--- src/tlt_defines.vh ---
// Constants for the T1/E1 transmit control block.
// Included by tlt_line_tx.v; definitions only.
`ifndef TLT_DEFINES_VH
`define TLT_DEFINES_VH
// ----------------------------------------
// Line length codes
// ----------------------------------------
`define TLT_LEN_INTL 3'h0
`define TLT_LEN_A_MID 3'h1
`define TLT_LEN_A_LONG 3'h2
`define TLT_LEN_SHORT 3'h3
`define TLT_LEN_B_R2 3'h4
`define TLT_LEN_B_R3 3'h5
`define TLT_LEN_B_R4 3'h6
`define TLT_LEN_B_R5 3'h7
// ----------------------------------------
// Pulse shape selects (one-hot, 8 shapes)
// ----------------------------------------
`define TLT_SHAPE_INTL 8'h01
`define TLT_SHAPE_0_133 8'h02
`define TLT_SHAPE_220_440 8'h04
`define TLT_SHAPE_440_655 8'h08
`define TLT_SHAPE_133_266 8'h10
`define TLT_SHAPE_266_399 8'h20
`define TLT_SHAPE_399_533 8'h40
`define TLT_SHAPE_533_655 8'h80
// ----------------------------------------
// Timing
// ----------------------------------------
`define TLT_SETTLE_BITS 16
`define TLT_IDLE_BITS 16
`define TLT_LINE_RESET 2'h0
`endif

--- src/tlt_line_tx.v ---
// T1/E1 line transmitter digital control: AMI drive, shape select, idle, all-ones.
// Assumes the bit and alternate clocks are far slower than ref_clk (10 MHz).
// All control pins are asynchronous levels and pass two flops before use.
//
// Functional notes
// - Mark inputs are captured on each falling edge of the bit clock.
// - Sampled plus and minus marks become positive and negative pulses on a differential pair.
// - Pulse shape and level come only from the line length code.
// - First cable family: codes 011, 001, 010 give three ranges to 655 ft.
// - Second cable family: codes 011, 100 to 111 give five ranges.
// - Code 000 selects the 2.048 MHz international pulse template.
// - Both marks low with running clock puts the line drive off.
// - After a change of line length, all-ones or either loop request the output settles within 16 bits.
// - All-ones sends marks on alternate clock; ignored under remote loop.
// - Reference at four times bit rate bypasses jitter attenuator.
`timescale 1ns/1ps
`include "tlt_defines.vh"
module tlt_line_tx #(
  parameter SETTLE_BITS = `TLT_SETTLE_BITS,
  parameter IDLE_BITS = `TLT_IDLE_BITS
) (
  input wire ref_clk, // 10 MHz system clock
  input wire arst_n, // Async reset, active low
  input wire tx_bit_clock, // Framer bit clock
  input wire tx_plus_mark, // Unipolar positive mark
  input wire tx_minus_mark, // Unipolar negative mark
  input wire alt_clock, // External alternate clock
  input wire [2:0] line_length_code, // Line length select
  input wire all_ones_request, // Send all ones
  input wire local_loop_request, // Local loopback
  input wire remote_loop_request, // Remote loopback
  input wire ja_bypass, // Reference is 4x bit clock
  output reg line_out_a, // Positive pulse drive
  output reg line_out_b, // Negative pulse drive
  output reg line_drive_en, // Line driver enabled
  output reg [7:0] pulse_shape_sel, // One-hot pulse shape
  output reg intl_mode, // International template active
  output reg tx_settling, // Output not yet stable
  output reg remote_loop_ok // Remote loop usable
);
  // ----------------------------------------
  // Synchronisers
  // ----------------------------------------
  reg [1:0] bclk_s_r;
  reg [1:0] alt_s_r;
  reg [1:0] plus_s_r;
  reg [1:0] minus_s_r;
  reg [1:0] aor_s_r;
  reg [1:0] ll_s_r;
  reg [1:0] rl_s_r;
  reg [1:0] ja_s_r;
  reg [2:0] len_s1_r, len_s2_r;
  reg bclk_d_r, alt_d_r;
  always @(posedge ref_clk or negedge arst_n) begin
    if (!arst_n) begin
      bclk_s_r <= 2'h0;
      alt_s_r <= 2'h0;
      plus_s_r <= 2'h0;
      minus_s_r <= 2'h0;
      aor_s_r <= 2'h0;
      ll_s_r <= 2'h0;
      rl_s_r <= 2'h0;
      ja_s_r <= 2'h0;
      len_s1_r <= 3'h0;
      len_s2_r <= 3'h0;
      bclk_d_r <= 1'b0;
      alt_d_r <= 1'b0;
    end else begin
      bclk_s_r <= {bclk_s_r[0], tx_bit_clock};
      alt_s_r <= {alt_s_r[0], alt_clock};
      // Marks sampled with two-flop delay equal to the clock's, so the group stays aligned
      plus_s_r <= {plus_s_r[0], tx_plus_mark};
      minus_s_r <= {minus_s_r[0], tx_minus_mark};
      aor_s_r <= {aor_s_r[0], all_ones_request};
      ll_s_r <= {ll_s_r[0], local_loop_request};
      rl_s_r <= {rl_s_r[0], remote_loop_request};
      ja_s_r <= {ja_s_r[0], ja_bypass};
      // Length bits may skew while moving; a torn code only restarts settling
      len_s1_r <= line_length_code;
      len_s2_r <= len_s1_r;
      bclk_d_r <= bclk_s_r[1];
      alt_d_r <= alt_s_r[1];
    end
  end
  // ----------------------------------------
  // Bit timing
  // ----------------------------------------
  // Edges are found one flop after the synchroniser, so each costs 3 ref cycles
  // Limitation: bit clock high and low must each last at least 3 ref cycles
  wire bclk_fall = bclk_d_r & ~bclk_s_r[1];
  wire alt_rise = ~alt_d_r & alt_s_r[1];
  wire aos_act = aor_s_r[1] & ~rl_s_r[1];
  wire bit_tick = aos_act ? alt_rise : bclk_fall;
  // ----------------------------------------
  // Control change detect and settling
  // ----------------------------------------
  reg [2:0] len_q_r;
  reg aos_q_r;
  reg ll_q_r;
  reg rl_q_r;
  reg [4:0] settle_cnt_r;
  reg [4:0] idle_cnt_r;
  reg mark_pol_r;
  // A toggle of line length, all-ones or either loop request restarts the settling window
  wire ctl_chg = (len_q_r != len_s2_r) |
                 (aos_q_r != aor_s_r[1]) |
                 (ll_q_r != ll_s_r[1]) |
                 (rl_q_r != rl_s_r[1]);
  // ----------------------------------------
  // Shape decode
  // ----------------------------------------
  reg [7:0] shape_nxt;
  always @* begin
    case (len_s2_r)
      `TLT_LEN_INTL: shape_nxt = `TLT_SHAPE_INTL;
      `TLT_LEN_SHORT: shape_nxt = `TLT_SHAPE_0_133;
      `TLT_LEN_A_MID: shape_nxt = `TLT_SHAPE_220_440;
      `TLT_LEN_A_LONG: shape_nxt = `TLT_SHAPE_440_655;
      `TLT_LEN_B_R2: shape_nxt = `TLT_SHAPE_133_266;
      `TLT_LEN_B_R3: shape_nxt = `TLT_SHAPE_266_399;
      `TLT_LEN_B_R4: shape_nxt = `TLT_SHAPE_399_533;
      `TLT_LEN_B_R5: shape_nxt = `TLT_SHAPE_533_655;
      default: shape_nxt = `TLT_SHAPE_INTL;
    endcase
  end
  // ----------------------------------------
  // Line encoder
  // ----------------------------------------
  reg mark_p, mark_m;
  always @* begin
    mark_p = 1'b0;
    mark_m = 1'b0;
    if (aos_act) begin
      // Continuous marks alternate polarity
      mark_p = ~mark_pol_r;
      mark_m = mark_pol_r;
    end else if (plus_s_r[1] & ~minus_s_r[1]) begin
      mark_p = 1'b1;
    end else if (minus_s_r[1] & ~plus_s_r[1]) begin
      mark_m = 1'b1;
    end
  end
  // ----------------------------------------
  // Control tracking and status
  // ----------------------------------------
  always @(posedge ref_clk or negedge arst_n) begin
    if (!arst_n) begin
      len_q_r <= 3'h0;
      aos_q_r <= 1'b0;
      ll_q_r <= 1'b0;
      rl_q_r <= 1'b0;
      pulse_shape_sel <= `TLT_SHAPE_INTL;
      intl_mode <= 1'b1;
      remote_loop_ok <= 1'b1;
    end else begin
      len_q_r <= len_s2_r;
      aos_q_r <= aor_s_r[1];
      ll_q_r <= ll_s_r[1];
      rl_q_r <= rl_s_r[1];
      pulse_shape_sel <= shape_nxt;
      intl_mode <= (len_s2_r == `TLT_LEN_INTL);
      // Status only; the loopback path itself lives elsewhere
      remote_loop_ok <= ~ja_s_r[1];
    end
  end
  // ----------------------------------------
  // Settling counter
  // ----------------------------------------
  // Counts bit ticks, so a stopped bit clock, or a stopped alternate clock under all-ones, keeps the flag high
  always @(posedge ref_clk or negedge arst_n) begin
    if (!arst_n) begin
      settle_cnt_r <= SETTLE_BITS[4:0];
      tx_settling <= 1'b1;
    end else begin
      if (ctl_chg) begin
        settle_cnt_r <= SETTLE_BITS[4:0];
      end else if (bit_tick && settle_cnt_r != 5'h0) begin
        settle_cnt_r <= settle_cnt_r - 5'h1;
      end
      tx_settling <= ctl_chg | (settle_cnt_r != 5'h0);
    end
  end
  // ----------------------------------------
  // Line output and idle
  // ----------------------------------------
  always @(posedge ref_clk or negedge arst_n) begin
    if (!arst_n) begin
      idle_cnt_r <= 5'h0;
      mark_pol_r <= 1'b0;
      line_out_a <= 1'b0;
      line_out_b <= 1'b0;
      line_drive_en <= 1'b0;
    end else if (bit_tick) begin
      line_out_a <= mark_p;
      line_out_b <= mark_m;
      // Keep last polarity, not a mark count, so all-ones carries on alternating
      if (mark_p) begin
        mark_pol_r <= 1'b1;
      end else if (mark_m) begin
        mark_pol_r <= 1'b0;
      end
      // Idle after a run of spaces so single zeros keep the driver on
      if (aos_act || mark_p || mark_m) begin
        idle_cnt_r <= 5'h0;
        line_drive_en <= 1'b1;
      end else if (idle_cnt_r != IDLE_BITS[4:0]) begin
        idle_cnt_r <= idle_cnt_r + 5'h1;
      end else begin
        line_drive_en <= 1'b0;
      end
    end
  end
endmodule

--- config.mk ---
export PLATFORM = sky130hd
export DESIGN_NAME = tlt_line_tx
export DESIGN_NICKNAME = d
export VERILOG_FILES = /design/src/tlt_line_tx.v
export VERILOG_INCLUDE_DIRS = /design/src
export SDC_FILE = /design/constraint.sdc
export NUM_CORES = 1
export LEC_CHECK = 0
export BUFFER_PORTS_ARGS = -buffer_cell sky130_fd_sc_hd__buf_2
export CAP_MARGIN = 25
export CORE_MARGIN = 5
export CORE_UTILIZATION = 38
export CTS_BUF_LIST = sky130_fd_sc_hd__clkbuf_16
export DETAILED_ROUTE_END_ITERATION = 8
export PLACE_DENSITY_LB_ADDON = 0.25
export SYNTH_ARGS = -nofsm -noshare
export SYNTH_HDL_FRONTEND = slang
export SYNTH_SLANG_ARGS = --single-unit
--- constraint.sdc ---
create_clock -name ref_clk -period 2.45 [get_ports ref_clk]
set_clock_uncertainty 0.15 [all_clocks]
set_input_delay 0.1225 -clock ref_clk [delete_from_list [all_inputs] [get_ports ref_clk]]
set_output_delay 0.1225 -clock ref_clk [all_outputs]
set_load 0.1 [all_outputs]
# After elaboration in Yosys (flattened, before gate mapping)
# Memories as Yosys holds them, arrays and structs flattened. A register that Yosys moved wholly into a read port is not among the register bits.
# Cells that the tools add are included.
dict set report word_totals {
  register_bits 47
  word_cells 76
  in_bits 13
  out_inout_bits 14
  mem_count 1
  mem_bits_ro 64
}
dict set report classes {
  muxes 14
  add_sub_neg 2
  reduce_logical 12
  eq_ne 6
  n_bitwise 16
}
# name depth width rd rd_clocked_by_memory_dff wr line_no
set mem_list {}
lappend mem_list {{(name not given)} 8 8 1 1 0 tlt_line_tx.v:114} ;# case (len_s2_r)
# cell n
set ops {}
lappend ops {{5-bit two-way mux} 4}
lappend ops {{1-bit two-way mux} 10}
lappend ops {{1-bit inverter} 7}
lappend ops {{2-bit AND reduction} 3}
lappend ops {{2-bit nonzero test} 3}
lappend ops {{5-bit by 1-bit adder with 5-bit output (second input constant)} 1}
lappend ops {{1-bit bitwise AND} 5}
lappend ops {{5-bit inequality test (second input constant)} 1}
lappend ops {{5-bit nonzero test} 1}
lappend ops {{5-bit by 1-bit subtractor with 5-bit output (second input constant)} 1}
lappend ops {{1-bit bitwise OR} 4}
lappend ops {{3-bit zero test} 1}
lappend ops {{1-bit inequality test} 3}
lappend ops {{3-bit inequality test} 1}
lappend ops {{1-bit logical OR} 2}
lappend ops {{2-bit inequality test (second input constant)} 1}
lappend ops {{1-bit logical AND} 1}
lappend ops {{1-bit zero test} 1}

# Logic depth before layout (Yosys ltp)
dict set report depth {
  word_depth 8
  ltp_mapped 6
  mapped_depth_nobuf 6
}

# Least setup slack after synthesis
# OpenSTA, ideal clock, no wires.
dict set report synth_path {
  kind {register to register}
  from {register settle_cnt_r[0]}
  to {register settle_cnt_r[3]}
  required_ns 2.222
  path_slack_ns 0.864
  n_path_buf 0
  t_arrival_ns 1.358
  setup_ns 0.078
  path_stages_with_launch 7
  synth_period_minus_slack_ns 1.586
  path_cell_list {dfrtp_1 -> inv_1 -> ha_1 -> inv_1 -> nor4_2 -> or4_1 -> a21oi_1}
}
dict set report synth_via {
  elab_chain_cells 3
  word_cells_on_any_way 6
  classes_between {add/sub: 1; mux: 2; reduce/logical: 3}
}
# element line_no
set synth_lines {}
lappend synth_lines {{start: declaration} tlt_line_tx.v:101} ;# reg [4:0] settle_cnt_r;
lappend synth_lines {{start signal: assignment} tlt_line_tx.v:172} ;# settle_cnt_r <= SETTLE_BITS[4:0];
lappend synth_lines {{start signal: assignment} tlt_line_tx.v:176} ;# settle_cnt_r <= SETTLE_BITS[4:0];
lappend synth_lines {{start signal: assignment} tlt_line_tx.v:178} ;# settle_cnt_r <= settle_cnt_r - 5'h1;
lappend synth_lines {{5-bit by 1-bit subtractor with 5-bit output or 5-bit nonzero test (tied branches)} {tlt_line_tx.v:178, tlt_line_tx.v:177}}
lappend synth_lines {{5-bit two-way mux or 1-bit logical AND (tied branches)} tlt_line_tx.v:177} ;# end else if (bit_tick && settle_cnt_r != 5'h0) begin
lappend synth_lines {{5-bit two-way mux or 2-bit nonzero test (tied branches)} n/a}
# Parallel ways exist; a longest one is shown, timed or not. The select of a mux whose other input is x is not followed.
# A chain may end at the register's enable or synchronous reset.

# Final worst setup path
dict set report layout_path {
  from {register rl_s_r[1]}
  to {register settle_cnt_r[1]}
}
dict set report layout_via {
  elab_chain_cells 5
  word_cells_on_any_way 8
  classes_between {eq/ne: 1; mux: 2; bitwise: 3; reduce/logical: 2}
}
# element line_no
set layout_lines {}
lappend layout_lines {{start: declaration} tlt_line_tx.v:50} ;# reg [1:0] rl_s_r;
lappend layout_lines {{start signal: assignment} tlt_line_tx.v:76} ;# rl_s_r <= {rl_s_r[0], remote_loop_request};
lappend layout_lines {{1-bit inverter} tlt_line_tx.v:92} ;# wire aos_act = aor_s_r[1] & ~rl_s_r[1];
lappend layout_lines {{1-bit bitwise AND} tlt_line_tx.v:92}
lappend layout_lines {{1-bit two-way mux} tlt_line_tx.v:93} ;# wire bit_tick = aos_act ? alt_rise : bclk_fall;
lappend layout_lines {{1-bit logical AND} tlt_line_tx.v:177}
lappend layout_lines {{2-bit nonzero test (no source line)} n/a}
# Parallel ways exist; a longest one is shown, timed or not.

==> results.toml <==
[final_layout]
diodes = 0
layout.nets = 205
n_fill_cell = 442
drive_gt1_share_pct = 24.74
syn_to_final_growth_pct = 25.84

[power]
p_switching_mw = 0.5157
power.density_mw_per_mm2 = 828.4
ir_worst_vdd_mv = 0.4563
power_frac_comb_pct = 12.4
p_sw_share_pct = 25.41
intPower_mw = 1.514
p_seq_share_pct = 48.6
clkPwrFrac_pct = 39.0
power.leakage_nw = 1.132

[floorplan]
initial_core_util_pct = 38.61
row_count = 26
dieArea_sq_mm = 0.006654
coreArea_sq_mm = 0.005042
die_h_um = 81.58
die_w_um = 81.58
ioPinCount = 27

[drt]
vias_per_cell = 4.527
antenna_left = 0
drt_pass1_iterations = 4
drt_iter0_markers = 76
drt-total-wl_um = 3103
routedWlPerCell_um = 11.93
vias = 1177
drc_errors = 0

[timing]
final.min_clock_period_ps = 1984
hold_violations = 0
max_freq_mhz = 504.0
slew_viol_final = 0
period_share_pct = 80.99
relSlewSlack_pct = 52.12
final-setup-viol-count = 0
rsz0062_at_grt = "false"
worst_pin_slew_ps = 715.9
worst_slack_ps = 465.7
timing.setup.tns_ps = 0

[setup_path]
cpLargestDelayFamily = "compound AO/OA/AOI/OAI gates"
crit_path_end_kind = "flip-flop"
cp_cell_sequence = "nand2b_2 > a31oi_2 > buf_4 > o21ai_1 > a21oi_1"
worst-path-buf-inv = 1
cp_slowest_cell = "a31oi_2"
required_ps = 2510
critPathMaxStageDelay_ps = 630
cp_max_fo = 19
worst_ep_arrival_time_ps = 2040
worstSetupPathType = "flip-flop to flip-flop"
cp-start-kind = "flip-flop"

[global_routing]
antenna_found_initial = 0
grt_pass1_wl_um = 5382
grt-ovfl-total = 0
first_global_vias = 1291
grt_max_degree = 33
track_usage_pct = 10.61

[job]
max_cap_violations = 0

[logic_synthesis]
synthDistinctLibCells = 38
yosysWarnings = 0
synth_edf_count = 0
synth_cells = 146
syn_nets = 162
synth_seq_cells = 54
async_flop_share_pct = 100.0
yosysSeqAreaShare_pct = 69.67
syn_area_sq_mm = 0.001947
ys.flop_type = "dfrtp_1"
post_synth.cell_area_avg_sq_um = 13.33

[clock_tree]
clockBufferDepth = 2
numCtsBuffers = 5
cts_tree = "built"
cts.reportedPaths.clkPinSlew_ps = 70
cts_setup_buffers = 0
insertion_delay_ps = 280
clock_sinks = 54
ctsHtreeMaxLevel = 2
postCtsResizedCells = 0
cts-root-buf = "clkbuf_16"

[placed_design]
portBuffers = 26
gp_congestion = 0.6940
hpwl_um = 2189
dpl_worst_slack_ps = 452.5

[min_path]
hold_path_class = "flip-flop to flip-flop"

[run_status]
status = "completed"
-- repair_timing --
item                                    in CTS  in global routing
hold buffers                                12                  0
hold endpoints to repair                    39                  0
endpoints found under the setup margin       0                  0
-- cells in the final DEF (no fill, tap or decap), types with 2 or more instances in the layout --
cell,synthesis,routed
a21oi_1,5,5
buf_2,1,26
buf_4,2,4
nor2b_1,3,3
clkbuf_16,0,5
a22o_1,2,2
nand3_1,3,3
xor2_1,5,5
nand2_1,5,5
inv_1,8,8
dlygate4sd3_1,0,12
or3_1,3,3
dfstp_2,4,4
mux2i_1,2,2
dfrtp_1,50,50
nor3b_1,3,3
and3b_1,2,2
o21ai_1,12,12
nor2_1,6,6
ha_1,3,3
or2_2,2,2
xnor2_1,2,2
nor3_1,3,3
nand2b_1,2,2
or4_1,2,2
-- cell usage after synthesis, types with 2 or more instances --
master    number  area share (%)
dfstp_2        4             5.4
nand2b_1       2            0.64
buf_4          2            0.77
xor2_1         5             2.2
dfrtp_1       50              64
a21oi_1        5             1.3
nor2_1         6             1.2
or3_1          3            0.96
mux2i_1        2             1.0
nand3_1        3            0.77
inv_1          8             1.5
nor2b_1        3            0.96
a22o_1         2            0.90
and3b_1        2            0.90
nand2_1        5            0.96
or4_1          2            0.77
ha_1           3             1.9
clkbuf_1       2            0.39
nor3b_1        3             1.2
xnor2_1        2            0.90
o21ai_1       12             3.1
nor3_1         3            0.77
or2_2          2            0.64
-- per-layer routing --
layer | share of wire, % | wire length (um) | global-route usage (%)
met2 | 52 | 1623 | 19.06
met3 | 3.3 | 103 | 2.741
met5 | 0 | 0 | 0
met1 | 43 | 1338 | 11.15
met4 | 1.2 | 38 | 6.146
-- worst register-to-register path, cell delays in order (launching register included) --
cell	delay, ps
dfrtp_1	420
nand2b_2	240
a31oi_2	630
buf_4	260
o21ai_1	60
a21oi_1	160
-- state kept, by name, summed over array words and instances, names as in the netlist, 2 cells and up --
register         flops
pulse_shape_sel      7
idle_cnt_r           5
settle_cnt_r         5
len_q_r              3
len_s1_r             3
len_s2_r             3
alt_s_r              2
aor_s_r              2
bclk_s_r             2
ja_s_r               2
ll_s_r               2
minus_s_r            2
plus_s_r             2
rl_s_r               2
-- area by class of cell --
cell class / instances / area, sq um / share of cell area [%]
sequential: 54 / 1356 / 55.36
multi-input combinational: 78 / 521.8 / 21.30
timing repair buffer: 42 / 280.3 / 11.44
clock buffer: 5 / 125.1 / 5.107
tap: 70 / 87.58 / 3.575
clock inverter: 3 / 48.80 / 1.992
inverter: 8 / 30.03 / 1.226
-- metrics by stage --
stage | cell area (sq um) | hold WS, ps | util [%] | instances | total power, mW
4_1_cts | 2450 | 201.1 | 48.59 | 260 | 2.062
3_5_place_dp | 2156 | 38.88 | 42.75 | 240 | 1.244
2_1_floorplan | 1947 | -323.1 | - | 146 | 1.177
3_3_place_gp | 2156 | 34.62 | 42.75 | 240 | 1.233
6_report | 2450 | 198.8 | 48.59 | 260 | 2.029
5_1_grt | 2450 | 201.9 | 48.59 | 260 | 2.120
-- path summary, 6_finish.rpt --
check	startpoint	end	slack, ps	depth (start not counted)
setup / recovery	rl_s_r[1]	settle_cnt_r[1]	470	5
hold / removal	len_s1_r[1]	len_s2_r[1]	200	0
setup reg to reg	rl_s_r[1]	settle_cnt_r[1]	470	5
hold reg to reg	len_s1_r[1]	len_s2_r[1]	200	0
max in group asynchronous	arst_n	tx_settling	1220	3
min in group asynchronous	arst_n	ja_s_r[0]	250	2
-- cell families (layout without fill, tap and decap cells) --
| family | Yosys count | count (layout) | synth area share [%] |
|---|---|---|---|
| DFF | 54 | 54 | 69.67 |
| and+or+nand+nor | 42 | 42 | 13.37 |
| AOI/OAI and AO/OA | 24 | 24 | 7.327 |
| buffers and inverters | 14 | 58 | 3.534 |
| xor gates and xnor gates | 7 | 7 | 3.149 |
| adders and majority gates | 3 | 3 | 1.928 |
| muxes | 2 | 2 | 1.028 |
-- power by group through the flow --
stage | clock [mW] | combinational (mW) | sequential [mW]
3_3_place_gp | 0 | 0.233 | 1.00
3_5_place_dp | 0 | 0.241 | 1.00
5_1_grt | 0.854 | 0.272 | 0.994
2_1_floorplan | 0 | 0.0932 | 1.08
4_1_cts | 0.820 | 0.255 | 0.987
6_report | 0.792 | 0.251 | 0.987
(Power assumes the default switching activity.)
